$ cat src/rtl/haptic_pkg.sv
// Shared constants, timing figures and state encoding for the haptic playback power control
package haptic_pkg;
  localparam int unsigned CLK_HZ = 100_000_000;
  localparam int unsigned SAMPLE_W = 8;
  localparam int unsigned BUF_DEPTH = 100;
  localparam logic [7:0] ENTRY_REG_ADDR = 8'h0b;
  localparam logic [7:0] DAC_MID = 8'h00;
  localparam logic [7:0] DAC_POS_FS = 8'h7f;
  localparam logic [7:0] DAC_NEG_FS = 8'h80;
  // Playback rate in Hz and the divider that produces it
  localparam int unsigned SAMPLE_HZ = 8000;
  localparam int unsigned SAMPLE_CYC = CLK_HZ / SAMPLE_HZ;
  // Start-up time in ms, rounded up to whole cycles
  localparam int unsigned STARTUP_MS = 2;
  localparam int unsigned WAKE_CYC = (STARTUP_MS * CLK_HZ + 999) / 1000;
  // Empty-buffer timeout in ms before idle or ramp-down
  localparam int unsigned TIMEOUT_MS = 5;
  localparam int unsigned TIMEOUT_CYC = (TIMEOUT_MS * CLK_HZ) / 1000;
  localparam logic STANDBY_PREV_RST = 1'b1;

  typedef enum logic [2:0] {
    ST_STANDBY = 3'b000,
    ST_IDLE = 3'b001,
    ST_WAKE = 3'b011,
    ST_PLAY = 3'b010,
    ST_HOLD = 3'b110,
    ST_RAMP = 3'b111
  } pwr_state_t;
endpackage

$ cat src/rtl/haptic_playback_power_control.sv
// Power and playback sequencer for the haptic driver digital front end
`timescale 1ns/1ps
module haptic_playback_power_control #(
  parameter int unsigned SAMPLE_CYC = haptic_pkg::SAMPLE_CYC,
  parameter int unsigned WAKE_CYC = haptic_pkg::WAKE_CYC,
  parameter int unsigned TIMEOUT_CYC = haptic_pkg::TIMEOUT_CYC,
  parameter int unsigned BUF_DEPTH = haptic_pkg::BUF_DEPTH
) (
  input wire logic ref_clk,
  input wire logic rst,
  input wire logic wr_valid,
  input wire logic [haptic_pkg::SAMPLE_W-1:0] wr_data,
  input wire logic standby_bit,
  input wire logic force_power_on_bit,
  input wire logic soft_reset_req,
  output logic wr_ack,
  output logic wr_nak,
  output logic wr_dropped,
  output logic boost_en,
  output logic amp_en,
  output logic [haptic_pkg::SAMPLE_W-1:0] dac_code,
  output logic dac_strobe,
  output logic buf_full,
  output logic standby_active,
  output logic ramp_active,
  output logic soft_reset_bit
);
  import haptic_pkg::*;

  localparam logic [31:0] SAMPLE_LOAD = 32'(SAMPLE_CYC - 1);
  localparam logic [31:0] WAKE_LOAD = 32'(WAKE_CYC - 1);
  localparam logic [31:0] TIMEOUT_LOAD = 32'(TIMEOUT_CYC - 1);

  function automatic logic powered(input pwr_state_t s);
    powered = (s == ST_WAKE) || (s == ST_PLAY) || (s == ST_HOLD) || (s == ST_RAMP);
  endfunction

  pwr_state_t st_r;
  pwr_state_t st_nxt;
  logic [31:0] tmr_r;
  logic [31:0] tmr_nxt;
  logic [31:0] smp_cnt_r;
  logic [7:0] dac_r;
  logic standby_prev_r;
  logic soft_reset_bit_r;
  logic wr_ack_r;
  logic wr_nak_r;
  logic wr_dropped_r;
  logic boost_en_r;
  logic amp_en_r;
  logic dac_strobe_r;
  logic buf_full_r;
  logic standby_active_r;
  logic ramp_active_r;
  logic full_w;
  logic empty_w;
  logic [7:0] fifo_dout;

  // Soft reset is applied on the cycle after the request
  wire srst = soft_reset_bit_r;
  wire standby_fall = standby_prev_r & ~standby_bit;
  wire plays = (st_r == ST_PLAY) || (st_r == ST_HOLD);
  wire ticking = plays || (st_r == ST_RAMP);
  wire tick = ticking && (smp_cnt_r == '0);
  wire tmr_done = (tmr_r == '0);
  wire dac_zero = (dac_r == DAC_MID);
  wire force_on = force_power_on_bit & ~standby_bit;
  wire wr_take = wr_valid & ~standby_bit & (st_r != ST_STANDBY) & ~full_w;
  wire wr_refuse = wr_valid & ~wr_take;
  wire push = wr_take & (st_r != ST_RAMP) & ~srst;
  wire drop = wr_take & (st_r == ST_RAMP);
  wire pop = tick & plays & ~empty_w;
  wire ramp_step = tick & (st_r == ST_RAMP) & ~dac_zero;
  // Move one code toward mid-scale, respecting the sign bit
  wire [7:0] dac_step = dac_r[7] ? dac_r + 8'h01 : dac_r - 8'h01;
  wire entering = (st_nxt != st_r);

  sample_fifo #(
    .WIDTH(SAMPLE_W),
    .DEPTH(BUF_DEPTH)
  ) u_buf (
    .ref_clk(ref_clk),
    .rst(rst),
    .flush(standby_bit | srst),
    .push(push),
    .din(wr_data),
    .pop(pop),
    .dout(fifo_dout),
    .full(full_w),
    .empty(empty_w)
  );

  always_comb begin
    st_nxt = st_r;
    case (st_r)
      ST_STANDBY: begin
        if (standby_fall) begin
          st_nxt = ST_IDLE;
        end
      end
      ST_IDLE: begin
        if (push || force_on) begin
          st_nxt = ST_WAKE;
        end
      end
      ST_WAKE: begin
        if (tmr_done) begin
          st_nxt = ST_PLAY;
        end
      end
      ST_PLAY: begin
        if (tick && empty_w) begin
          st_nxt = ST_HOLD;
        end
      end
      ST_HOLD: begin
        if (!empty_w) begin
          st_nxt = ST_PLAY;
        end else if (tmr_done && !dac_zero) begin
          st_nxt = ST_RAMP;
        end else if (tmr_done && !force_on) begin
          st_nxt = ST_IDLE;
        end
      end
      ST_RAMP: begin
        if (dac_zero) begin
          st_nxt = force_on ? ST_HOLD : ST_IDLE;
        end
      end
      default: begin
        st_nxt = ST_STANDBY;
      end
    endcase
    if (standby_bit) begin
      st_nxt = ST_STANDBY;
    end
  end

  always_comb begin
    if (entering && st_nxt == ST_WAKE) begin
      tmr_nxt = WAKE_LOAD;
    end else if (entering && st_nxt == ST_HOLD) begin
      tmr_nxt = TIMEOUT_LOAD;
    end else if (tmr_done) begin
      tmr_nxt = '0;
    end else begin
      tmr_nxt = tmr_r - 32'h0000_0001;
    end
  end

  always_ff @(posedge ref_clk or posedge rst) begin
    if (rst) begin
      soft_reset_bit_r <= 1'b0;
    end else begin
      soft_reset_bit_r <= soft_reset_req;
    end
  end

  always_ff @(posedge ref_clk or posedge rst) begin
    if (rst) begin
      st_r <= ST_STANDBY;
      tmr_r <= '0;
      standby_prev_r <= STANDBY_PREV_RST;
    end else if (srst) begin
      st_r <= ST_STANDBY;
      tmr_r <= '0;
      standby_prev_r <= STANDBY_PREV_RST;
    end else begin
      st_r <= st_nxt;
      tmr_r <= tmr_nxt;
      standby_prev_r <= standby_bit;
    end
  end

  always_ff @(posedge ref_clk or posedge rst) begin
    if (rst) begin
      smp_cnt_r <= '0;
    end else if (srst || !ticking) begin
      smp_cnt_r <= '0;
    end else begin
      smp_cnt_r <= tick ? SAMPLE_LOAD : smp_cnt_r - 32'h0000_0001;
    end
  end

  always_ff @(posedge ref_clk or posedge rst) begin
    if (rst) begin
      dac_r <= DAC_MID;
      dac_strobe_r <= 1'b0;
    end else if (srst || standby_bit) begin
      dac_r <= DAC_MID;
      dac_strobe_r <= 1'b0;
    end else begin
      if (pop) begin
        dac_r <= fifo_dout;
      end else if (ramp_step) begin
        dac_r <= dac_step;
      end
      dac_strobe_r <= pop | ramp_step;
    end
  end

  always_ff @(posedge ref_clk or posedge rst) begin
    if (rst) begin
      wr_ack_r <= 1'b0;
      wr_nak_r <= 1'b0;
      wr_dropped_r <= 1'b0;
      boost_en_r <= 1'b0;
      amp_en_r <= 1'b0;
      buf_full_r <= 1'b0;
      standby_active_r <= 1'b1;
      ramp_active_r <= 1'b0;
    end else if (srst) begin
      wr_ack_r <= 1'b0;
      wr_nak_r <= 1'b0;
      wr_dropped_r <= 1'b0;
      boost_en_r <= 1'b0;
      amp_en_r <= 1'b0;
      buf_full_r <= 1'b0;
      standby_active_r <= 1'b1;
      ramp_active_r <= 1'b0;
    end else begin
      wr_ack_r <= wr_take;
      wr_nak_r <= wr_refuse;
      wr_dropped_r <= drop;
      boost_en_r <= powered(st_nxt);
      amp_en_r <= powered(st_nxt);
      buf_full_r <= full_w;
      standby_active_r <= (st_nxt == ST_STANDBY);
      ramp_active_r <= (st_nxt == ST_RAMP);
    end
  end

  assign wr_ack = wr_ack_r;
  assign wr_nak = wr_nak_r;
  assign wr_dropped = wr_dropped_r;
  assign boost_en = boost_en_r;
  assign amp_en = amp_en_r;
  assign dac_code = dac_r;
  assign dac_strobe = dac_strobe_r;
  assign buf_full = buf_full_r;
  assign standby_active = standby_active_r;
  assign ramp_active = ramp_active_r;
  assign soft_reset_bit = soft_reset_bit_r;

  AST_NAK_WHEN_FULL: assert property (
    @(posedge ref_clk) disable iff (rst)
    wr_valid && full_w && !srst |=> wr_nak_r && !wr_ack_r)
    else $error("write to full buffer was not refused");

  AST_STANDBY_POWER_OFF: assert property (
    @(posedge ref_clk) disable iff (rst)
    standby_bit && !srst |=> !boost_en_r && !amp_en_r && st_r == ST_STANDBY)
    else $error("stages powered while standby held");

  AST_STANDBY_EXIT: assert property (
    @(posedge ref_clk) disable iff (rst)
    st_r == ST_STANDBY && standby_prev_r && !standby_bit && !srst |=> st_r == ST_IDLE)
    else $error("standby release did not ready the block");

  AST_WRITE_WAKES: assert property (
    @(posedge ref_clk) disable iff (rst)
    st_r == ST_IDLE && wr_valid && !full_w && !standby_bit && !srst
    |=> st_r == ST_WAKE && boost_en_r && amp_en_r)
    else $error("accepted write did not start wake-up");

  AST_FORCE_WAKES: assert property (
    @(posedge ref_clk) disable iff (rst)
    st_r == ST_IDLE && force_power_on_bit && !standby_bit && !srst |=> st_r == ST_WAKE)
    else $error("force-on did not start wake-up");

  AST_WAKE_COMPLETE: assert property (
    @(posedge ref_clk) disable iff (rst)
    st_r == ST_PLAY && $past(st_r) == ST_WAKE |-> $past(tmr_r) == '0 && boost_en_r)
    else $error("playback began before the wake interval ran out");

  AST_NO_SAMPLE_IN_WAKE: assert property (
    @(posedge ref_clk) disable iff (rst)
    dac_strobe_r |-> $past(st_r) == ST_PLAY || $past(st_r) == ST_HOLD
                     || $past(st_r) == ST_RAMP)
    else $error("converter updated outside playback");

  AST_SAMPLE_SPACING: assert property (
    @(posedge ref_clk) disable iff (rst)
    dac_strobe_r |=> !dac_strobe_r)
    else $error("converter updated on consecutive cycles");

  AST_RAMP_STEP: assert property (
    @(posedge ref_clk) disable iff (rst)
    ramp_step && !standby_bit && !srst
    |=> ($past(dac_r[7]) ? dac_r == $past(dac_r) + 8'h01 : dac_r == $past(dac_r) - 8'h01))
    else $error("ramp-down step wrong");

  AST_RAMP_DISCARD: assert property (
    @(posedge ref_clk) disable iff (rst)
    st_r == ST_RAMP && wr_valid && !full_w && !standby_bit && !srst
    |=> wr_dropped_r && wr_ack_r)
    else $error("write during ramp-down was not discarded");

  AST_SOFT_RESET: assert property (
    @(posedge ref_clk) disable iff (rst)
    soft_reset_bit_r && !soft_reset_req
    |=> st_r == ST_STANDBY && !soft_reset_bit_r && dac_r == DAC_MID && !boost_en_r)
    else $error("soft reset did not restore defaults");
endmodule

$ cat src/rtl/sample_fifo.sv
// Sample buffer: first-in first-out store with flush
`timescale 1ns/1ps
module sample_fifo #(
  parameter int unsigned WIDTH = haptic_pkg::SAMPLE_W,
  parameter int unsigned DEPTH = haptic_pkg::BUF_DEPTH
) (
  input wire logic ref_clk,
  input wire logic rst,
  input wire logic flush,
  input wire logic push,
  input wire logic [WIDTH-1:0] din,
  input wire logic pop,
  output logic [WIDTH-1:0] dout,
  output logic full,
  output logic empty
);
  import haptic_pkg::*;
  localparam int unsigned PW = $clog2(DEPTH);
  localparam int unsigned CW = $clog2(DEPTH + 1);
  localparam logic [PW-1:0] LAST = PW'(DEPTH - 1);
  localparam logic [CW-1:0] FULL_CNT = CW'(DEPTH);

  logic [WIDTH-1:0] mem [DEPTH];
  logic [PW-1:0] wr_ptr_r;
  logic [PW-1:0] rd_ptr_r;
  logic [CW-1:0] cnt_r;
  wire do_push = push & ~full;
  wire do_pop = pop & ~empty;

  assign full = (cnt_r == FULL_CNT);
  assign empty = (cnt_r == '0);
  assign dout = mem[rd_ptr_r];

  always_ff @(posedge ref_clk) begin
    if (do_push) begin
      mem[wr_ptr_r] <= din;
    end
  end

  always_ff @(posedge ref_clk or posedge rst) begin
    if (rst) begin
      wr_ptr_r <= '0;
      rd_ptr_r <= '0;
      cnt_r <= '0;
    end else if (flush) begin
      wr_ptr_r <= '0;
      rd_ptr_r <= '0;
      cnt_r <= '0;
    end else begin
      if (do_push) begin
        wr_ptr_r <= (wr_ptr_r == LAST) ? '0 : wr_ptr_r + 1'b1;
      end
      if (do_pop) begin
        rd_ptr_r <= (rd_ptr_r == LAST) ? '0 : rd_ptr_r + 1'b1;
      end
      cnt_r <= cnt_r + CW'(do_push) - CW'(do_pop);
    end
  end
endmodule

$ cat config.mk
export PLATFORM = sky130hd
export DESIGN_NAME = haptic_playback_power_control
export DESIGN_NICKNAME = d
export VERILOG_FILES = /design/src/rtl/haptic_pkg.sv /design/src/rtl/haptic_playback_power_control.sv /design/src/rtl/sample_fifo.sv
export SDC_FILE = /design/constraint.sdc
export NUM_CORES = 1
export LEC_CHECK = 0
export BUFFER_PORTS_ARGS = -buffer_cell sky130_fd_sc_hd__clkbuf_2
export CELL_PAD_IN_SITES_DETAIL_PLACEMENT = 1
export CELL_PAD_IN_SITES_GLOBAL_PLACEMENT = 2
export CORE_UTILIZATION = 53
export DETAILED_ROUTE_END_ITERATION = 12
export HOLD_SLACK_MARGIN = 0.1
export PLACE_DENSITY = 0.82
export SETUP_SLACK_MARGIN = 0.5
export SLEW_MARGIN = 10
export SYNTH_ARGS = -nofsm -noshare
export SYNTH_HDL_FRONTEND = slang
export SYNTH_HIERARCHICAL = 1
export SYNTH_SLANG_ARGS = --single-unit
$ cat constraint.sdc
create_clock -name ref_clk -period 12.05 [get_ports ref_clk]
set_input_delay 0.6025 -clock ref_clk [delete_from_list [all_inputs] [get_ports ref_clk]]
set_output_delay 0.6025 -clock ref_clk [all_outputs]
set_load 0.02 [all_outputs]
==> metrics.txt, run 1 <==
Starting DRT DRC Count=1918; crit path DAT=5.53 ns; commonest non-fill, non-tap cells in the layout=edfxtp_1 (800), mux4_2 (205), nor2_1 (187), dfrtp_1 (99), clkbuf_16 (99); Filler cells=6033; wire length on met3=5910 um; Met2 Wirelength=45400 um; area of the multi-input gates=0.00974 mm^2; crit path launch=u_buf/rd_ptr_r[0]; vias in the first global route=20.7k; Starting Density=0.538; power density cells=166 mW/mm^2; Die X=267 um; Syn Nets=2099; layout cells sized above 1=0.201; Post-Syn Area per Cell=18.0 um^2; Via density=6.38; initial antenna violation count=0; post-route ant nets=0; highest routed metal layer=met4; Post-Synth XOR/XNOR Area=0.0132; fin crit share=0.414; largest family of logic cells by synthesized area=multiplexers; first-pass GRT wire length=136000 um; clock slew at reported path FFs=0.06 ns; Area Growth Syn to Fin=11.1%; Setup WS pre-CTS=7.00 ns; gpl congestion=0.831; Primary FF master, synth=edfxtp_1; status=completed; min Tclk post-route=4.99 ns; setup repair bufs after CTS=0; post-synthesis mux area share=0.145; post-synthesis instance area=0.0371 mm^2; Storage cell area=0.0267 mm^2; actual slew at the worst max-slew pin=1.22 ns; largest net degree at the start of global routing=101; most common cell after layout, fill and taps aside=edfxtp_1; Worst R2R Start=u_buf/rd_ptr_r[0]; Core ar.=0.0689 mm^2; unrepaired setup endpoints after global routing=false; DRC violations left=0; Max Cap Violations=0; # nets final=2138; wl on met1=37800 um; final clock skew=0.0352 ns; FF+latch count, synth=905; yosys warns=6; GRT overflow=0; final setup vio count=0; Crit Path Class=flip-flop to flip-flop; DR vias=19.8k; Total Routing Usage GR=0.264; CTS resizes=0; htree depth=3; max frequency=0.200 GHz; WL final=91700 um; Post-synth EDFFs=800; io pins=32; CP Launch Type=flip-flop; CP endpoint kind=flip-flop; Final Hold Viols=0; P_leak=13.4 nW; WL/cell=29.5 um; R2R depth=9; worst hold stages=1; worst-path maximum fanout=80; CTS hold repair buffers=2; Port Buffers=31; Synth Area in Compound Gates=0.0339; post-detail-place hpwl=55500 um; Pre-antenna DRT Iters=7; Skew-Pair Late Insertion Delay=0.67 ns; clock tree buffer depth=3; clk sink count=905; Die H=267 um; simple-gate share of the synthesized area=0.0618; root buffer cell=clkbuf_16; Synth Area in Adders=0.00850; post-synthesis async set-or-reset flop share=0.116; fin worst setup slack=7.06 ns; Fin Setup TNS=0 ns; min-delay src=wr_data[1]; Yosys cell types=75; Rows=96; CTS tree=done; pins over their slew limit=0; CP required=12.59 ns; Hold/Removal Path Class=input pin to flip-flop; die footprint=0.0711 mm^2; maximum vdd drop=0.000123 V; post-synthesis sequential area ratio=0.718; CTS Buf Count=93; Cells after Synth=2061; slew margin rel.=0.180
cell families (layout without fill, tap and decap cells):
family                   Yosys count  count (layout)
adder cells (fa/ha/maj)           24              24
AO/OA/AOI/OAI                    185             185
XOR/XNOR                          56              56
flip-flops                       905             905
AND/OR/NAND/NOR                  470             470
multiplexers                     274             274
other                              0               1
buffers and inverters            147             264
sequential cells by signal, summed over array words and instances (netlist names), 3 cells and up:
register / flops
u_buf/cnt_r: 7
u_buf/mem: 800
dac_code: 8
u_buf/rd_ptr_r: 7
tmr_r: 32
st_r: 3
u_buf/wr_ptr_r: 7
smp_cnt_r: 32
worst max-delay path, cell delays in order (launching register included):
cell	delay, ns
dfrtp_4	0.97
buf_4	0.81
buf_12	0.60
mux4_2	0.63
mux4_2	0.51
a2111oi_0	0.66
nor3_1	0.15
o21ai_0	0.25
o31ai_1	0.10
and2_1	0.16
per-stage QoR:
stage | util | instance area (um^2) | hold slack, ns | power (mW) | cells
2_1_floorplan | - | 37100 | 0.460 | 3.87 | 2061
3_3_place_gp | 0.552 | 38100 | 0.484 | 3.97 | 2934
3_5_place_dp | 0.552 | 38100 | 0.516 | 3.99 | 2934
4_1_cts | 0.598 | 41200 | 0.108 | 6.90 | 3109
5_1_grt | 0.598 | 41200 | 0.117 | 7.05 | 3109
6_report | 0.598 | 41200 | 0.134 | 6.85 | 3110
synth_stat cells (22+ instances only):
library cell / count / area [um^2]
nand3_1: 24 / 120
a21oi_1: 57 / 285
xor2_1: 23 / 201
nand2_1: 61 / 229
mux2i_1: 60 / 601
ha_1: 22 / 275
edfxtp_1: 800 / 24000
clkbuf_1: 55 / 206
xnor2_1: 33 / 289
inv_1: 31 / 116
mux4_2: 205 / 4620
dfrtp_1: 103 / 2580
nor2_1: 187 / 702
buf_2: 25 / 125
nor3_1: 64 / 320
final cells by class:
type | count | share of cell area
Sequential cell | 905 | 0.647
Timing Repair Buffer | 57 | 0.00935
Clock inverter | 49 | 0.0122
Multi-Input combinational cell | 1009 | 0.236
Tap cell | 931 | 0.0283
Clock buffer | 124 | 0.0638
Inverter | 34 | 0.00313
Antenna cell | 1 | 0.0000607
path summary, 6_finish.rpt:
check,slack (ns),to
max,7.06,dac_code[7]
min,0.13,u_buf/mem[60][1]
max reg2reg,7.06,dac_code[7]
min reg2reg,0.53,smp_cnt_r[0]
max in group asynchronous,10.35,smp_cnt_r[19]
min in group asynchronous,0.51,dac_code[2]
metal layers:
metal | global-route usage | vias to the layer above
met5 | 0 | -
met4 | 0.0836 | 0
met3 | 0.0438 | 168
met2 | 0.434 | 778
met1 | 0.365 | 10600
li1 | - | 8306
where the power goes:
| part | total, mW | internal, mW | switching, mW |
|---|---|---|---|
| combinational | 0.417 | 0.154 | 0.264 |
| sequential | 3.51 | 3.46 | 0.0500 |
| clock | 2.92 | 1.71 | 1.20 |
| total | 6.85 | 5.33 | 1.52 |
Power figures use the tool's default switching activity.
==> run 2, diff against run 1 <==
--- a/config.mk
+++ b/config.mk
@@ -5,13 +5,14 @@
 export SDC_FILE = /design/constraint.sdc
 export NUM_CORES = 1
 export LEC_CHECK = 0
+export ABC_AREA = 1
 export BUFFER_PORTS_ARGS = -buffer_cell sky130_fd_sc_hd__clkbuf_2
 export CELL_PAD_IN_SITES_DETAIL_PLACEMENT = 1
 export CELL_PAD_IN_SITES_GLOBAL_PLACEMENT = 2
-export CORE_UTILIZATION = 53
+export CORE_UTILIZATION = 38
 export DETAILED_ROUTE_END_ITERATION = 12
 export HOLD_SLACK_MARGIN = 0.1
-export PLACE_DENSITY = 0.82
+export PLACE_DENSITY = 0.72
 export SETUP_SLACK_MARGIN = 0.5
 export SLEW_MARGIN = 10
 export SYNTH_ARGS = -nofsm -noshare
==> constraint.sdc (replaced) <==
create_clock -name ref_clk -period 4.35 [get_ports ref_clk]
set_input_delay 0.2175 -clock ref_clk [delete_from_list [all_inputs] [get_ports ref_clk]]
set_output_delay 0.2175 -clock ref_clk [all_outputs]
set_load 0.02 [all_outputs]
==> run 2 against run 1 <==
Core utilization decreased by 16 points. Critical endpoint is now u_buf/cnt_r[6]. First-iteration DRC count increased by 1.6%. Largest power group unchanged. Final cell count rose by 81%.
==> metrics.txt, run 2 <==
yosys warns=6 (unchanged); min-delay src=wr_data[7]; first-pass GRT wire length=185000 um (+36%); CTS tree=done; Largest register FFs=800 (unchanged); clock slew at reported path FFs=0.06 ns (about the same); CP endpoint kind=flip-flop; Filler cells=11.8k (+96%); Crit Path Class=flip-flop to flip-flop; power density cells=436 mW/mm^2 (+160%); Worst R2R Start=st_r[0]; post-route ant nets=0 (unchanged); # nets final=4170 (+95%); Total Routing Usage GR=0.226 (-0.0385); post-synthesis async set-or-reset flop share=0.116 (unchanged); FF+latch count, synth=905 (unchanged); Yosys top cell area share=0.587 (-0.0605); fin crit share=0.801 (+0.387); GRT overflow=0 (unchanged); io pins=32 (unchanged); pins over their slew limit=0 (unchanged); Hold/Removal Path Class=input pin to flip-flop; synth top area cells=edfxtp_1 (59%), nand2_1 (9.2%), dfrtp_1 (6.3%), nand3_1 (6.0%), inv_1 (4.7%); status=completed; worst hold stages=1 (unchanged); Yosys cell types=58 (-23%); Die X=330 um (+24%); post-synthesis instance area=0.0409 mm^2 (+10%); commonest non-fill, non-tap cells in the layout=nand2_1 (1001), edfxtp_1 (800), inv_1 (511), nand3_1 (489), nor2_1 (354); setup repair bufs after CTS=0 (unchanged); Primary FF master, synth=edfxtp_1; DRC violations left=0 (unchanged); Setup WS pre-CTS=0.745 ns (-6.26 ns); post-synthesis sequential area ratio=0.651 (-0.0671); WL/cell=21.7 um (-26%); P_leak=19.3 nW (+45%); initial antenna violation count=2 (+2); Starting Density=0.383 (-0.155); Core ar.=0.107 mm^2 (+55%); actual slew at the worst max-slew pin=1.07 ns (-0.156 ns); Via density=5.09 (-20%); post-detail-place hpwl=76200 um (+37%); crit path DAT=4.05 ns (-1.48 ns); Rows=120 (+25%); register with the most flip-flops=u_buf/mem; Syn Nets=4037 (+92%); Post-Syn Area per Cell=10.2 um^2 (-43%); Port Buffers=31 (unchanged); post-place instance area=0.0432 mm^2 (+13%); CP required=4.91 ns (-7.68 ns); WL final=122000 um (+33%); r2r setup slk=0.86 ns (-6.19 ns); gpl congestion=0.794 (-4.5%); R2R depth=22 (+13); die footprint=0.109 mm^2 (+53%); layout cells sized above 1=0.116 (-0.0850); cell taking the most area after synthesis=edfxtp_1; end of the worst hold path=u_buf/mem[70][7]; Pre-antenna DRT Iters=5 (-2); top-count cell post-synth=nand2_1; max frequency=0.287 GHz (+43%); Area Growth Syn to Fin=13.8%; Max Cap Violations=0 (unchanged); final clock skew=0.0222 ns (-0.0131 ns); CP Launch Type=flip-flop; DR vias=28.6k (+44%); most common cell after layout, fill and taps aside=nand2_1; htree depth=3 (unchanged); commonest cells in the netlist=nand2_1 (1002), edfxtp_1 (800), inv_1 (512); Die H=330 um (+24%); vias in the first global route=29.2k (+41%); Skew-Pair Late Insertion Delay=0.69 ns (+0.02 ns); Fin Setup TNS=0 ns (unchanged); clock tree buffer depth=3 (unchanged); Largest regs=u_buf/mem x800, smp_cnt_r x32, tmr_r x32; Post-synth EDFFs=800 (unchanged); Starting DRT DRC Count=1948 (+1.6%); largest net degree at the start of global routing=128 (+27%); final instance area=0.0466 mm^2 (+13%); unrepaired setup endpoints after global routing=false; root buffer cell=clkbuf_16; worst-path maximum fanout=5 (-94%); Final Hold Viols=0 (unchanged); slew margin rel.=0.281 (+0.101); maximum vdd drop=0.000504 V (+310%); fin worst setup slack=0.864 ns (-6.19 ns); CTS Buf Count=102 (+9.7%); Cells after Synth=3999 (+94%); final setup vio count=0 (unchanged); min Tclk post-route=3.49 ns (-1.51 ns); worst reg2reg endpoint=u_buf/cnt_r[6]; clk sink count=905 (unchanged)
-- run 2: cell count changes in the layout (fill, tap and decap cells not counted), sizes merged, moves of 19 or more --
cell	delta
or2	+42
mux2i	-56
clkinv	+26
nor2	+188
nor2b	-19
nand2	+953
mux4	-209
o21ai	+135
inv	+486
nand3	+474
buf	+154
nand2b	-21
o211ai	+28
-- run 2: repair_timing --
item,in CTS,in global routing
endpoints found under the setup margin,0,1
endpoints found under the hold margin,179,0
gates resized for setup,0,4
hold buffers,9,0
-- run 2: area by class of cell --
type | count | area (um^2) | share of cell area
antenna | 1 | 2.50 | 0.0000537
clock buffer | 127 | 2700 | 0.0579
clock inverter | 64 | 589 | 0.0127
inverter | 524 | 1980 | 0.0426
multi-input combinational | 2381 | 11200 | 0.240
sequential | 905 | 26700 | 0.572
tap | 1403 | 1760 | 0.0377
timing repair buffer | 218 | 1730 | 0.0371
-- run 2: how the worst max path moves through the flow --
stage	from	slack [ns]	to	cells after the start
floorplan	st_r[1]	1.09	u_buf/cnt_r[6]	21
global route	smp_cnt_r[0]	0.51	u_buf/cnt_r[6]	23
detailed placement	u_buf/cnt_r[4]	0.74	u_buf/cnt_r[6]	23
global placement	u_buf/cnt_r[4]	0.77	u_buf/cnt_r[6]	23
CTS	st_r[1]	0.74	u_buf/cnt_r[6]	21
finish	st_r[0]	0.86	u_buf/cnt_r[6]	22
-- run 2: worst max-delay path: stages (launching register included) --
cell and delay [ns]:
dfrtp_1 0.41, inv_1 0.15, nand2_1 0.12, nand2_1 0.19, nand4_1 0.14, nor2_2 0.14, nand3_2 0.13, nor2_4 0.12
nand2_1 0.09, inv_1 0.10, ha_1 0.24, inv_1 0.07, ha_1 0.17, inv_1 0.07, fa_1 0.42, nor2_1 0.11
o21ai_0 0.12, a21boi_1 0.19, nor2_1 0.06, nor2_1 0.11, o21ai_0 0.09, nand2_1 0.08, nor2_1 0.05
-- run 2: layer usage --
layer  up-vias  track usage  share of wire
li1      13500            -              -
met1     14400        0.322           0.47
met2       540        0.365           0.47
met3       153       0.0312          0.042
met4         0       0.0524          0.020
met5         -            0              0
-- run 2: through the flow --
| stage | utilization | total power [mW] | cells | hold WS (ns) |
|---|---|---|---|---|
| 3_5_place_dp | 0.404 | 11.9 | 5422 | 0.336 |
| 3_3_place_gp | 0.404 | 11.9 | 5422 | 0.327 |
| 4_1_cts | 0.436 | 20.5 | 5622 | 0.100 |
| 6_report | 0.436 | 20.3 | 5623 | 0.122 |
| 5_1_grt | 0.436 | 21.1 | 5622 | 0.115 |
| 2_1_floorplan | - | 11.3 | 3999 | 0.194 |
-- run 2: kinds of logic after synthesis --
kind of cell             Yosys count  share of synthesized area
XOR/XNOR                          41                    0.00878
AND/OR/NAND/NOR                 2038                      0.217
multiplexers                       4                   0.000979
adder cells (fa/ha/maj)           24                    0.00771
AO/OA/AOI/OAI                    274                     0.0382
flip-flops                       905                      0.651
buffers and inverters            713                     0.0763
-- run 2: power by group --
| part | switching, mW | internal [mW] | leakage (nW) |
|---|---|---|---|
| Combinational | 1.39 | 0.657 | 9.11 |
| Sequential | 0.135 | 9.57 | 8.62 |
| Clock | 3.61 | 4.94 | 1.61 |
| Total | 5.13 | 15.2 | 19.3 |
==> run 3, diff against run 2 <==
==> constraint.sdc (replaced) <==
create_clock -name ref_clk -period 2.8 [get_ports ref_clk]
set_input_delay 0.14 -clock ref_clk [delete_from_list [all_inputs] [get_ports ref_clk]]
set_output_delay 0.14 -clock ref_clk [all_outputs]
set_load 0.02 [all_outputs]
==> run 3 against run 2 <==
The run now ends with setup timing left. Clock skew grew 0.014 ns. Clock power grew 57%. Core utilization grew 4.2 points. Register-to-register slack lost 1.2 ns. Total power grew 59%. Routed wire length grew 2.7%. Count of clock-buffer cells in the layout grew 7. Critical path type unchanged. Largest power group unchanged.
==> metrics.txt, run 3 (synthesis results as in run 2) <==
pins over their slew limit=0 (unchanged); final clock skew=0.0358 ns (+0.0136 ns); Total Routing Usage GR=0.232 (+0.00618); Clk network pwr share=0.415 (-0.006); Pre-antenna DRT Iters=5 (unchanged); Die X=330 um (unchanged); fin crit share=1.11 (+0.312); Sw Share=0.254 (+0.000981); DR vias=29.2k (+1.9%); WL/cell=21.5 um (-0.60%); clock tree buffer depth=3 (unchanged); max frequency=0.321 GHz (+12%); post-route ant nets=0 (unchanged); Max Cap Violations=0 (unchanged); CP required=3.39 ns (-1.52 ns); register with the most flip-flops=u_buf/mem; commonest non-fill, non-tap cells in the layout=nand2_1 (956), edfxtp_1 (800), inv_1 (497), nand3_1 (414), nor2_1 (250); Non-Filler Instances=5809 (+3.3%); Largest register FFs=800 (unchanged); DRC violations left=0 (unchanged); layout cells sized above 1=0.211 (+0.0950); Starting Density=0.383 (unchanged); worst-path maximum fanout=2 (-3); R2R depth=21 (-4.5%); Comb power frac=0.118 (+0.017); Setup WS pre-CTS=-0.448 ns (-1.19 ns); Tot Pwr=32.3 mW (+59%); P_int=24.1 mW (+59%); maximum vdd drop=0.000578 V (+15%); switching power total=8.20 mW (+60%); part of the power in registers=0.466 (-0.012); final setup vio count=16 (+16); clock slew at reported path FFs=0.06 ns (about the same); # nets final=4358 (+4.5%); Hold/Removal Path Class=input pin to async pin; Area Growth Syn to Fin=24.9%; actual slew at the worst max-slew pin=0.816 ns (-0.253 ns); largest net degree at the start of global routing=87 (-32%); Largest regs=u_buf/mem x800, smp_cnt_r x32, tmr_r x32; CTS tree=done; Crit Path Class=flip-flop to flip-flop; Skew-Pair Late Insertion Delay=0.71 ns (+0.02 ns); P_leak=21.1 nW (+8.9%); htree depth=3 (unchanged); power density cells=633 mW/mm^2 (+45%); CP Launch Type=flip-flop; failing checks=setup timing; slew margin rel.=0.456 (+0.174); min Tclk post-route=3.12 ns (-0.368 ns); Die H=330 um (unchanged); Starting DRT DRC Count=2009 (+3.1%); Final Hold Viols=0 (unchanged); status=finished with violations; io pins=32 (unchanged); crit path DAT=3.70 ns (-0.35 ns); initial antenna violation count=0 (-2); Placed Cells=5493 (+1.3%); most common cell after layout, fill and taps aside=nand2_1; gpl congestion=0.801 (+0.97%); root buffer cell=clkbuf_16; fin worst setup slack=-0.317 ns (-1.18 ns); Rows=120 (unchanged); CP endpoint kind=flip-flop; Port Buffers=31 (unchanged); unrepaired setup endpoints after global routing=true; die footprint=0.109 mm^2 (unchanged); Core ar.=0.107 mm^2 (unchanged); post-detail-place hpwl=76600 um (+0.51%); GRT overflow=0 (unchanged); clk sink count=905 (unchanged); first-pass GRT wire length=189000 um (+2.3%); vias in the first global route=30.6k (+4.6%); CTS Buf Count=103 (+0.98%); Via density=5.02 (-1.4%); WL final=125000 um (+2.7%)
run 3: cell types whose count changed in the layout (fill, tap and decap cells not counted), sizes merged:
cell,before,now
buf,186,351
clkinvlp,4,0
bufinv,9,10
clkbuf,150,158
dlygate4sd3,9,16
inv,519,525
bufbuf,0,11
clkinv,56,48
run 3: layer usage:
metal | up-vias | global-route usage | share of wire
li1 | 13900 | - | -
met1 | 14500 | 0.313 | 0.45
met2 | 507 | 0.386 | 0.48
met3 | 190 | 0.0351 | 0.039
met4 | 0 | 0.0690 | 0.029
met5 | - | 0 | 0
run 3: critical path, stage by stage (launching register included):
cell,delay [ns]
dfrtp_1,0.37
or2_1,0.25
nor2_2,0.13
nand2_2,0.09
nor3_4,0.16
nand3_2,0.15
nor2_4,0.15
nand2_2,0.08
inv_2,0.08
ha_4,0.19
inv_2,0.06
ha_4,0.12
inv_2,0.03
fa_2,0.34
nor2_1,0.10
o21ai_1,0.08
a21boi_1,0.21
nor2_1,0.08
nor2_1,0.14
o21ai_1,0.07
nand2_1,0.07
nor2_1,0.04
run 3: power by group through the flow:
stage	registers [mW]	clock network [mW]	logic, mW
global route	15.1	14.2	4.24
CTS	15.1	13.7	3.80
detailed placement	15.4	0	3.36
finish	15.1	13.4	3.83
global placement	15.4	0	3.31
floorplan	15.3	0	2.32
run 3: stage by stage:
step	cell area [um^2]	hold slack, ns	utilization	setup TNS, ns
floorplan	41500	0.117	-	-11.72
global placement	44800	0.248	0.419	-0.473
detailed placement	44800	0.267	0.419	-4.27
CTS	50800	0.109	0.475	-0.662
global route	51100	0.138	0.478	-7.44
finish	51100	0.118	0.478	-0.832
run 3: worst paths after layout:
| path | startpoint | end | slack [ns] |
|---|---|---|---|
| max in group asynchronous | rst | smp_cnt_r[11] | 1.38 |
| hold / removal | rst | u_buf/cnt_r[5] | 0.12 |
| setup reg to reg | smp_cnt_r[21] | u_buf/cnt_r[6] | -0.32 |
| setup / recovery | smp_cnt_r[21] | u_buf/cnt_r[6] | -0.32 |
| hold reg to reg | dac_code[7] | dac_code[7] | 0.56 |
| min in group ref_clk | wr_valid | wr_dropped | 0.43 |
run 3: timing repair:
item                                   4_1_cts  5_1_grt
buffers inserted                            80       11
gates resized for setup                    283       46
setup endpoints to repair                  871      887
pin swaps                                  115       49
endpoints found under the hold margin      411        0
hold buffers                                16        0
cloned                                      17        1
run 3: layout make-up:
type                    instances  area, um^2
clock buffers                 134        2720
diodes                          1        2.50
repair buffers                402        4660
repair inverters                3        26.3
multi-input cells            2381       12600
flip-flops and latches        905       26700
clock inverters                56         611
fillers                     11600       55800
well taps                    1403        1760
inverters                     524        2020
